**config.mk**
```make
export PLATFORM = sky130hd
export DESIGN_NAME = ocd_top
export DESIGN_NICKNAME = d
export VERILOG_FILES = /design/src/ocd_pkg.sv /design/src/ocd_cfg_if.sv /design/src/ocd_divider.sv /design/src/ocd_top.sv
export VERILOG_INCLUDE_DIRS = /design/src
export SDC_FILE = /design/constraint.sdc
export NUM_CORES = 1
export LEC_CHECK = 0
export BUFFER_PORTS_ARGS = -buffer_cell sky130_fd_sc_hd__buf_4
export CAP_MARGIN = 5
export CORE_MARGIN = 2
export CORE_UTILIZATION = 59
export DETAILED_ROUTE_END_ITERATION = 8
export GPL_TIMING_DRIVEN = 0
export PLACE_DENSITY = 0.85
export SYNTH_ARGS = -nofsm -noshare
export SYNTH_HDL_FRONTEND = slang
export SYNTH_SLANG_ARGS = --single-unit
```
**constraint.sdc**
```tcl
create_clock -name clk_i -period 4.75 [get_ports clk_i]
set_input_delay 0.95 -clock clk_i [delete_from_list [all_inputs] [get_ports clk_i]]
set_output_delay 0.95 -clock clk_i [all_outputs]
set_load 0.01 [all_outputs]
```
**src/ocd_defs.svh**
```systemverilog
`ifndef OCD_DEFS_SVH
`define OCD_DEFS_SVH

// ----------------------------------------------------------------------------
// Register addresses
// ----------------------------------------------------------------------------
`define OCD_ADDR_W 10
`define OCD_ADDR_DIV0_COUNTS 10'h190
`define OCD_ADDR_DIV0_MODE 10'h191
`define OCD_ADDR_CH0_CTRL 10'h192
`define OCD_ADDR_DIV1_COUNTS 10'h193
`define OCD_ADDR_DIV1_MODE 10'h194
`define OCD_ADDR_CH1_CTRL 10'h195

// ----------------------------------------------------------------------------
// Reset values
// ----------------------------------------------------------------------------
`define OCD_RST_DIV0_COUNTS 8'h77
`define OCD_RST_DIV1_COUNTS 8'h33
`define OCD_RST_MODE 8'h00
`define OCD_RST_CTRL 3'h0

// ----------------------------------------------------------------------------
// Field positions
// ----------------------------------------------------------------------------
`define OCD_CNT_W 4
`define OCD_LOW_HI 7
`define OCD_LOW_LO 4
`define OCD_HIGH_HI 3
`define OCD_HIGH_LO 0
`define OCD_BIT_BYPASS 7
`define OCD_BIT_IGNORE_ALIGN 6
`define OCD_BIT_FORCE 5
`define OCD_BIT_START_HIGH 4
`define OCD_PHASE_HI 3
`define OCD_PHASE_LO 0
`define OCD_BIT_POWER_DOWN 2
`define OCD_BIT_DIRECT 1
`define OCD_BIT_DCC_OFF 0
`define OCD_CTRL_W 3

// ----------------------------------------------------------------------------
// Source select codes
// ----------------------------------------------------------------------------
`define OCD_SRC_OSC 2'h2
`define OCD_SRC_EXT 2'h0

`endif

```
**src/ocd_pkg.sv**
```systemverilog
`include "ocd_defs.svh"

package ocd_pkg;

    typedef enum logic [1:0] {
        OCD_RUN = 2'b00,
        OCD_DELAY = 2'b01,
        OCD_FORCED = 2'b10,
        OCD_BYPASS = 2'b11
    } ocd_mode_t;

    typedef struct packed {
        ocd_mode_t mode;
        logic level;
        logic [`OCD_CNT_W-1:0] cnt;
    } ocd_div_state_t;

    typedef struct packed {
        logic [1:0][7:0] counts;
        logic [1:0][7:0] mode;
        logic [1:0][`OCD_CTRL_W-1:0] ctrl;
        logic [7:0] rdata;
        logic [1:0][2:0] grp;
        logic [1:0] dcc;
    } ocd_top_state_t;

endpackage : ocd_pkg

```
**src/ocd_cfg_if.sv**
```systemverilog
`timescale 1ns/100ps
`include "ocd_defs.svh"

interface ocd_cfg_if;
    logic [`OCD_CNT_W-1:0] low_cnt;
    logic [`OCD_CNT_W-1:0] high_cnt;
    logic [`OCD_CNT_W-1:0] phase;
    logic bypass;
    logic ignore_align;
    logic force_out;
    logic start_high;
    logic align;
    logic level;

    modport ctrl (
        output low_cnt, high_cnt, phase, bypass, ignore_align, force_out, start_high, align,
        input level
    );
    modport div (
        input low_cnt, high_cnt, phase, bypass, ignore_align, force_out, start_high, align,
        output level
    );
endinterface : ocd_cfg_if

```
**src/ocd_divider.sv**
```systemverilog
`timescale 1ns/100ps
`include "ocd_defs.svh"

module ocd_divider #(
    parameter int CNT_W = 4
) (
    input wire logic clk_i,
    input wire logic resetn_i,
    ocd_cfg_if.div cfg
);
    import ocd_pkg::*;

    ocd_div_state_t st;
    ocd_div_state_t next_st;

    generate
        if (CNT_W != `OCD_CNT_W) begin : g_bad_width
            $error("ocd_divider: CNT_W must match the register field width");
        end
    endgenerate

    // ------------------------------------------------------------------------
    // Half-period counter
    // ------------------------------------------------------------------------
    always_comb begin
        next_st = st;
        if (cfg.bypass) begin
            // Counter is stopped while bypassed, standing in for power-down.
            next_st.mode = OCD_BYPASS;
            next_st.level = 1'b0;
            next_st.cnt = '0;
        end else if (cfg.force_out) begin
            next_st.mode = OCD_FORCED;
            next_st.level = cfg.start_high;
        end else if (cfg.align && !cfg.ignore_align) begin
            next_st.mode = OCD_DELAY;
            next_st.level = cfg.start_high;
            next_st.cnt = cfg.phase;
        end else begin
            case (st.mode)
                OCD_RUN: begin
                    if (st.cnt == '0) begin
                        next_st.level = ~st.level;
                        next_st.cnt = st.level ? cfg.low_cnt : cfg.high_cnt;
                    end else begin
                        next_st.cnt = st.cnt - 1'b1;
                    end
                end
                OCD_DELAY: begin
                    if (st.cnt == '0) begin
                        next_st.mode = OCD_RUN;
                        next_st.cnt = st.level ? cfg.high_cnt : cfg.low_cnt;
                    end else begin
                        next_st.cnt = st.cnt - 1'b1;
                    end
                end
                default: begin
                    // Leaving a static state restarts cleanly at the start level.
                    next_st.mode = OCD_DELAY;
                    next_st.level = cfg.start_high;
                    next_st.cnt = cfg.phase;
                end
            endcase
        end
    end

    always_ff @(posedge clk_i or negedge resetn_i) begin
        if (!resetn_i) begin
            next_st_reset: st <= '{mode: OCD_DELAY, level: 1'b0, cnt: '0};
        end else begin
            st <= next_st;
        end
    end

    assign cfg.level = st.level;

endmodule : ocd_divider

```
**src/ocd_top.sv**
```systemverilog
`timescale 1ns/100ps
`include "ocd_defs.svh"

// Summary of operation
// - Output stays low for low-count field plus one input cycles.
// - Output stays high for high-count field plus one input cycles.
// - Second divider counts reset to three, four cycles low and high.
// - Bypass bit stops the divider and passes its input straight out.
// - Alignment pulse restarts the divider unless ignore-alignment is set.
// - Force bit holds output at start level; otherwise it runs normally.
// - Force has no effect when bypassed; polarity reversal still applies.
// - Start-level bit picks whether the output begins low or high.
// - Each divider has a four-bit phase offset resetting to zero.
// - Channel power-down puts all three group outputs in safe low state.
// - Direct bit with source select 10b routes oscillator to the group.
// - Direct bit with source select 00b routes external clock to group.
// - Source select 01b or direct bit clear keeps divider feeding outputs.
// - Duty-cycle correction is on by default, off when disable bit set.
// - First divider counts reset to seven, eight cycles low and high.

module ocd_top (
    input wire logic clk_i,
    input wire logic resetn_i,
    input wire logic reg_wr_i,
    input wire logic reg_rd_i,
    input wire logic [`OCD_ADDR_W-1:0] reg_addr_i,
    input wire logic [7:0] reg_wdata_i,
    output logic [7:0] reg_rdata_o,
    input wire logic align_i,
    input wire logic [1:0] source_sel_i,
    input wire logic div_in_i,
    input wire logic internal_oscillator_i,
    input wire logic ext_clk_i,
    input wire logic [1:0] pol_invert_i,
    output logic group0_output_a_o,
    output logic group0_output_b_o,
    output logic group0_output_c_o,
    output logic group1_output_a_o,
    output logic group1_output_b_o,
    output logic group1_output_c_o,
    output logic [1:0] duty_cycle_correction_o
);
    import ocd_pkg::*;

    localparam int NUM_CH = 2;

    ocd_top_state_t st;
    ocd_top_state_t next_st;
    logic [NUM_CH-1:0] div_level;
    logic [NUM_CH-1:0] ch_bypass;
    logic [NUM_CH-1:0] ch_direct;
    logic [NUM_CH-1:0] ch_power_down;
    logic [NUM_CH-1:0] ch_dcc_off;

    // ------------------------------------------------------------------------
    // Elaboration checks
    // ------------------------------------------------------------------------
    // Both count fields and the phase field must fit the divider's counter.
    generate
        if (`OCD_LOW_HI - `OCD_LOW_LO + 1 != `OCD_CNT_W || `OCD_HIGH_HI - `OCD_HIGH_LO + 1 != `OCD_CNT_W
            || `OCD_PHASE_HI - `OCD_PHASE_LO + 1 != `OCD_CNT_W) begin : g_bad_fields
            $error("ocd_top: count and phase fields must match the counter width");
        end
    endgenerate

    // ------------------------------------------------------------------------
    // Channel dividers
    // ------------------------------------------------------------------------
    generate
        for (genvar g = 0; g < NUM_CH; g++) begin : g_ch
            ocd_cfg_if u_cfg ();

            assign u_cfg.low_cnt = st.counts[g][`OCD_LOW_HI:`OCD_LOW_LO];
            assign u_cfg.high_cnt = st.counts[g][`OCD_HIGH_HI:`OCD_HIGH_LO];
            assign u_cfg.phase = st.mode[g][`OCD_PHASE_HI:`OCD_PHASE_LO];
            assign u_cfg.bypass = st.mode[g][`OCD_BIT_BYPASS];
            assign u_cfg.ignore_align = st.mode[g][`OCD_BIT_IGNORE_ALIGN];
            assign u_cfg.force_out = st.mode[g][`OCD_BIT_FORCE];
            assign u_cfg.start_high = st.mode[g][`OCD_BIT_START_HIGH];
            assign u_cfg.align = align_i;
            assign div_level[g] = u_cfg.level;

            // Control fields are decoded once per channel, next to its divider.
            assign ch_bypass[g] = st.mode[g][`OCD_BIT_BYPASS];
            assign ch_direct[g] = st.ctrl[g][`OCD_BIT_DIRECT];
            assign ch_power_down[g] = st.ctrl[g][`OCD_BIT_POWER_DOWN];
            assign ch_dcc_off[g] = st.ctrl[g][`OCD_BIT_DCC_OFF];

            ocd_divider #(
                .CNT_W(`OCD_CNT_W)
            ) u_div (
                .clk_i(clk_i),
                .resetn_i(resetn_i),
                .cfg(u_cfg)
            );
        end
    endgenerate

    // ------------------------------------------------------------------------
    // Register file and output routing
    // ------------------------------------------------------------------------
    always_comb begin
        logic ch_level;
        logic direct;
        ch_level = 1'b0;
        direct = 1'b0;
        next_st = st;

        // --------------------------------------------------------------------
        // Register writes
        // --------------------------------------------------------------------
        if (reg_wr_i) begin
            case (reg_addr_i)
                `OCD_ADDR_DIV0_COUNTS: begin
                    next_st.counts[0] = reg_wdata_i;
                end
                `OCD_ADDR_DIV0_MODE: begin
                    next_st.mode[0] = reg_wdata_i;
                end
                `OCD_ADDR_CH0_CTRL: begin
                    next_st.ctrl[0] = reg_wdata_i[`OCD_CTRL_W-1:0];
                end
                `OCD_ADDR_DIV1_COUNTS: begin
                    next_st.counts[1] = reg_wdata_i;
                end
                `OCD_ADDR_DIV1_MODE: begin
                    next_st.mode[1] = reg_wdata_i;
                end
                `OCD_ADDR_CH1_CTRL: begin
                    next_st.ctrl[1] = reg_wdata_i[`OCD_CTRL_W-1:0];
                end
                default: begin
                    next_st.rdata = st.rdata;
                end
            endcase
        end

        // --------------------------------------------------------------------
        // Register reads
        // --------------------------------------------------------------------
        // Unmapped addresses read back as zero, as do the unused control bits.
        if (reg_rd_i) begin
            case (reg_addr_i)
                `OCD_ADDR_DIV0_COUNTS: begin
                    next_st.rdata = st.counts[0];
                end
                `OCD_ADDR_DIV0_MODE: begin
                    next_st.rdata = st.mode[0];
                end
                `OCD_ADDR_CH0_CTRL: begin
                    next_st.rdata = {5'h00, st.ctrl[0]};
                end
                `OCD_ADDR_DIV1_COUNTS: begin
                    next_st.rdata = st.counts[1];
                end
                `OCD_ADDR_DIV1_MODE: begin
                    next_st.rdata = st.mode[1];
                end
                `OCD_ADDR_CH1_CTRL: begin
                    next_st.rdata = {5'h00, st.ctrl[1]};
                end
                default: begin
                    next_st.rdata = 8'h00;
                end
            endcase
        end

        // --------------------------------------------------------------------
        // Output routing
        // --------------------------------------------------------------------
        for (int c = 0; c < NUM_CH; c++) begin
            direct = ch_direct[c];
            if (direct && source_sel_i == `OCD_SRC_OSC) begin
                ch_level = internal_oscillator_i;
            end else if (direct && source_sel_i == `OCD_SRC_EXT) begin
                ch_level = ext_clk_i;
            end else if (ch_bypass[c]) begin
                ch_level = div_in_i;
            end else begin
                ch_level = div_level[c];
            end
            // Inversion stands in for the driver polarity, kept even in bypass.
            ch_level = ch_level ^ pol_invert_i[c];
            if (ch_power_down[c]) begin
                next_st.grp[c] = 3'h0;
            end else begin
                next_st.grp[c] = {3{ch_level}};
            end
            // Correction is reported unless its disable bit or the bypass bit is set.
            next_st.dcc[c] = ~ch_dcc_off[c] & ~ch_bypass[c];
        end
    end

    always_ff @(posedge clk_i or negedge resetn_i) begin
        if (!resetn_i) begin
            st.counts[0] <= `OCD_RST_DIV0_COUNTS;
            st.counts[1] <= `OCD_RST_DIV1_COUNTS;
            st.mode[0] <= `OCD_RST_MODE;
            st.mode[1] <= `OCD_RST_MODE;
            st.ctrl[0] <= `OCD_RST_CTRL;
            st.ctrl[1] <= `OCD_RST_CTRL;
            st.rdata <= 8'h00;
            st.grp <= '0;
            st.dcc <= 2'h0;
        end else begin
            st <= next_st;
        end
    end

    // ------------------------------------------------------------------------
    // Outputs
    // ------------------------------------------------------------------------
    assign reg_rdata_o = st.rdata;
    assign group0_output_a_o = st.grp[0][0];
    assign group0_output_b_o = st.grp[0][1];
    assign group0_output_c_o = st.grp[0][2];
    assign group1_output_a_o = st.grp[1][0];
    assign group1_output_b_o = st.grp[1][1];
    assign group1_output_c_o = st.grp[1][2];
    assign duty_cycle_correction_o = st.dcc;

endmodule : ocd_top

```
# After elaboration in Yosys (flattened, before gate mapping)
# Cells that the tools add are included.
[op_classes]
n_reduce_logical = 23
add_sub_neg = 2
mux = 36
bitwise = 10
eq_ne = 19
[op_table]
columns = ["cell", "count"]
rows = [
  ["== test 10 x 9 -> 1 bit (second input constant)", 6],
  ["case mux 8 bit (6 select lines)", 1],
  ["two-way mux 4 bit", 10],
  ["two-way mux 7 bit", 4],
  ["inequality test 5 x 3 -> 1 bit (second input constant)", 4],
  ["AND reduction 2 bit", 10],
  ["inequality test 4 x 3 -> 1 bit (second input constant)", 4],
  ["case mux 4 bit (2 select lines)", 2],
  ["two-way mux 3 bit", 4],
  ["zero test 4 bit", 2],
  ["two-way mux 1 bit", 8],
  ["two-way mux 8 bit", 1],
  ["case mux 2 bit (2 select lines)", 2],
  ["subtractor 4 x 1 -> 4 bit (second input constant)", 2],
  ["logical AND 1 bit", 6],
  ["zero test 2 bit", 3],
  ["NOT 1 bit", 6],
  ["== test 2 x 1 -> 1 bit (second input constant)", 2],
  ["two-way mux 2 bit", 2],
  ["inequality test 2 x 1 -> 1 bit (second input constant)", 2],
  ["case mux 1 bit (2 select lines)", 2],
  ["bitwise AND 1 bit", 2],
  ["== test 2 bit (second input constant)", 1],
  ["zero test 1 bit", 2],
  ["XOR 1 bit", 2],
]
[totals]
input_bits = 30
register_bits = 68
wordCells = 106

# Depth between registers and ports, before layout
[logic_depth]
depth_word = 6
ltp_mapped = 7
ltp_nobuf = 6

# Modules after synthesis
# A second synthesis with hierarchy kept.
[hier_totals]
cells_unflattened = 283
area_unflattened_um2 = 3410.8
[modules_own_cells]
columns = ["mod", "area_per_inst_um2", "instances", "cells_each"]
rows = [
  ["ocd_top", 2399.8, 1, 177],
  ["ocd_divider", 505.5, 2, 53],
]

# Least setup slack after synthesis
# Ideal clock, no wire load.
[synth_path]
path_kind = "input to register"
from = "input port reg_addr_i[3]"
to = "register st (netlist bit ch_bypass[0])"
required_time_ns = 4.625
n_path_buf = 1
stages = 5
setup_slack_ns = 2.393
arrival_ns = 2.232
cell_sequence = "nor4b_4 nand3_4 and4bb_2 buf_6 mux2_2"
[synth_via]
elab_chain_len = 2
[synth_rtl]
columns = ["element", "line_no", "source"]
rows = [
  ["start, declared", "ocd_top.sv:26", "input wire logic [`OCD_ADDR_W-1:0] reg_addr_i,"],
  ["== test 10 x 9 -> 1 bit", "ocd_top.sv:113", "case (reg_addr_i)"],
  ["AND reduction 2 bit (no source line)", "--", ""],
  ["end signal, assigned", "ocd_top.sv:206", "st <= next_st;"],
  ["end, declared", "ocd_top.sv:47", "ocd_top_state_t st;"],
]
# Every way passes these cells.
# A chain may end at the register's enable or synchronous reset.

# Final worst setup path
[layout_path]
from = "input port reg_addr_i[0]"
to = "register st (netlist bit g_ch[1].u_cfg.start_high)"
# The elaborated chain is that of the path after synthesis.

==> key figures <==
Outcome
  • Status: finished clean

Logic synthesis
  • Yosys warns: 0
  • Main synth FF type: dfrtp_1
  • Asr flop ratio synth: 100.0%
  • Commonest cells in the netlist: mux2_2, dfrtp_1, a21oi_1, nor2_1, inv_1
  • Yosys reg bits: 64
  • Library cells used by synthesis: 57
  • Post-synth top area share: 37.22%
  • Cells after Synth: 303
  • Synthesized area per cell: 11.54 µm²
  • Number of synthesized flops with an enable pin: 0
  • Most common cell in the netlist: mux2_2
  • Seq/Total Area, Yosys: 46.24%
  • Synth area leader: dfrtp_1
  • Cell Area, Synth: 3496 µm²
  • Syn_nets: 337
  • Synth top area cells: dfrtp_1, mux2_2, dfstp_2

Worst setup path
  • Crit path launch type: primary input
  • Worst setup EP type: flip-flop
  • R2R depth: 7
  • Crit path max fanout: 8
  • Reg2Reg Setup Slack: 2.76 ns
  • Buffers and inverters on the worst path: 1
  • CP arrival: 2.57 ns
  • Crit path kind: primary input to flip-flop
  • Slowest CP cell: nor4b_4
  • WP data required: 4.97 ns
  • CP top delay family: simple AND/OR/NAND/NOR gates
  • Crit Reg-Reg Startpoint: g_ch[1].u_div.st[0]
  • Cells along the critical path: buf_4 -> nor4b_4 -> nand2_1 -> nor2_2 -> mux2_2
  • Worst path max stage delay: 0.46 ns
  • RR Endpoint: g_ch[1].u_div.cfg.level

GRT
  • Largest net degree at the start of global routing: 65
  • All-Layer GR Usage: 28.09%
  • Global routing usage on met1: 37.44%
  • First-pass GRT wire length: 13,490 µm
  • GR peak layer: met2
  • Vias in the first global route: 2,673
  • M3 GR Usage: 4.000%
  • Met2 Resource Use GR: 43.47%
  • Initial antenna violation count: 0
  • Grt total ovfl: 0

STA
  • Actual slew at the worst max-slew pin: 0.7880 ns
  • Final Hold Vio Count: 0
  • Clk_skew: 0.007267 ns
  • Setup tns final: 0 ns
  • Fin Hold WS: 0.4554 ns
  • Fmax achieved: 0.4256 GHz
  • Final setup vio count: 0
  • Relative slew slack: 47.47%
  • Fin worst setup slack: 2.400 ns
  • Crit share post-route: 49.47%
  • Unrepaired setup endpoints after global routing: no
  • Final slew viol count: 0
  • Tmin final: 2.350 ns

Routing
  • Vias: 2,830
  • DR WL/cell: 19.69 µm
  • 1st-pass router iterations: 5
  • DR DRC count: 0
  • Drt total wl: 8623 µm
  • DRT iter0 DRCs: 291
  • Vias/cell: 6.461
  • Post-DRT Antenna Nets: 0

Finish
  • Fin util: 71.19%
  • Final nets: 392
  • Design area: 4140 µm²
  • Layout Cells excl Fill: 438
  • Antenna cells: 0
  • Layout cells sized above 1: 42.15%
  • Area grow syn2layout: 18.43%

Die
  • Site Rows: 28
  • Die Span Y: 80.98 µm
  • Io pins: 46
  • Die width: 80.98 µm
  • Core box area: 5816 µm²
  • Full die area: 6557 µm²
  • Initial Utilization: 60.11%

Clock tree
  • Clock latency on the worst-skew pair: 0.34 ns
  • Clock H-tree levels: 3
  • Num Clock Sinks: 64
  • PostCTS Resize Cnt: 0
  • Clock slew seen by the registers of the worst setup and hold paths: 0.07 ns
  • Root Buffer: clkbuf_8
  • Setup bufs post-CTS: 0
  • Cts hold-fix bufs: 0
  • Longest Clk Path Bufs: 2
  • TritonCTS clock tree: done
  • Total CTS buffers: 9

Min path
  • Hold Crit Class: flip-flop to flip-flop
  • Min-delay src: ch_dcc_off[1]
  • WHS Path Cells: 1
  • Min-Delay Endpoint: duty_cycle_correction_o[1]

Job
  • Max-Cap Viols: 0

Placed design
  • DP HPWL: 6234 µm
  • GP Congestion: 0.9265
  • IO Port Bufs: 44
  • Pre-CTS setup slack: 2.105 ns
  • Area after DPL: 3920 µm²
  • Placed insts: 422

Pwr
  • Overall power: 1.476 mW
  • P_leak: 1.894 nW
  • P per Cell Area: 356.6 nW/µm²
  • Worst VDD drop: 0.2242 mV
==> cell families after synthesis <==
family	after synthesis	synth area share (%)
and+or+nand+nor	71	13.39
AOI/OAI and AO/OA	68	14.28
DFF	64	46.24
muxes	59	19.18
buffers and inverters	33	4.474
xor gates and xnor gates	4	1.002
adders and majority gates	4	1.432
==> how the worst max path moves through the flow <==
stage / endpoint / cells after the start / start
3_5_place_dp: g_ch[1].u_cfg.phase[0] / 5 / reg_addr_i[0]
2_1_floorplan: ch_bypass[0] / 5 / reg_addr_i[3]
3_3_place_gp: g_ch[1].u_cfg.force_out / 5 / reg_addr_i[0]
4_1_cts: g_ch[1].u_cfg.start_high / 5 / reg_addr_i[0]
5_1_grt: g_ch[1].u_cfg.high_cnt[3] / 5 / reg_addr_i[3]
6_report: g_ch[1].u_cfg.start_high / 5 / reg_addr_i[0]
==> registers in the layout, summed over array words and instances (netlist names) <==
name	count
g_ch.u_cfg.high_cnt	8
ch_bypass	2
g_ch.u_cfg.ignore_align	2
g_ch.u_cfg.low_cnt	8
g_ch.u_div.st	12
ch_direct	2
g_ch.u_cfg.start_high	2
reg_rdata_o	8
g_ch.u_div.cfg.level	2
g_ch.u_cfg.force_out	2
group0_output_b_o	1
duty_cycle_correction_o	2
g_ch.u_cfg.phase	8
ch_dcc_off	2
ch_power_down	2
group1_output_b_o	1
==> final cells by class <==
class / instances / area (µm²)
timing repair buffer: 44 / 330.3
tap: 75 / 93.84
multi-input combinational: 206 / 1723
sequential: 64 / 1617
inverter: 14 / 52.55
buffer: 19 / 103.9
clock inverter: 6 / 82.58
fill: 414 / 1675
clock buffer: 10 / 137.6
==> power breakdown <==
part           total [mW]  internal (mW)  switching (mW)
Combinational       0.325          0.155           0.169
Clock               0.519          0.307           0.213
Sequential          0.632          0.590          0.0421
==> worst reg2reg max path, delay by kind of cell (launching register included) <==
| kind | cells | cell delay (ns) |
|---|---|---|
| simple gates | 2 | 0.62 |
| fa+ha+maj | 1 | 0.23 |
| xor+xnor | 1 | 0.10 |
| compound gates | 1 | 0.23 |
| flops | 1 | 0.41 |
| buf+inv | 2 | 0.32 |
==> cell usage in the layout (no fill, tap or decap), types with 7 or more instances in the layout <==
master,synthesis,layout
a21oi_1,16,16
buf_4,4,48
clkbuf_1,11,11
clkbuf_8,0,10
dfrtp_1,52,52
dfstp_2,12,12
inv_1,13,13
mux2_2,54,54
nand2_1,10,10
nor2_1,15,15
nor2b_1,8,8
o31ai_1,7,7
==> metal layers <==
metal	wire length [µm]	part of all wire, %
met5	0	0
met1	3671	43
met2	4031	47
met3	524	6.1
met4	395	4.6
(Power assumes the default switching activity.)
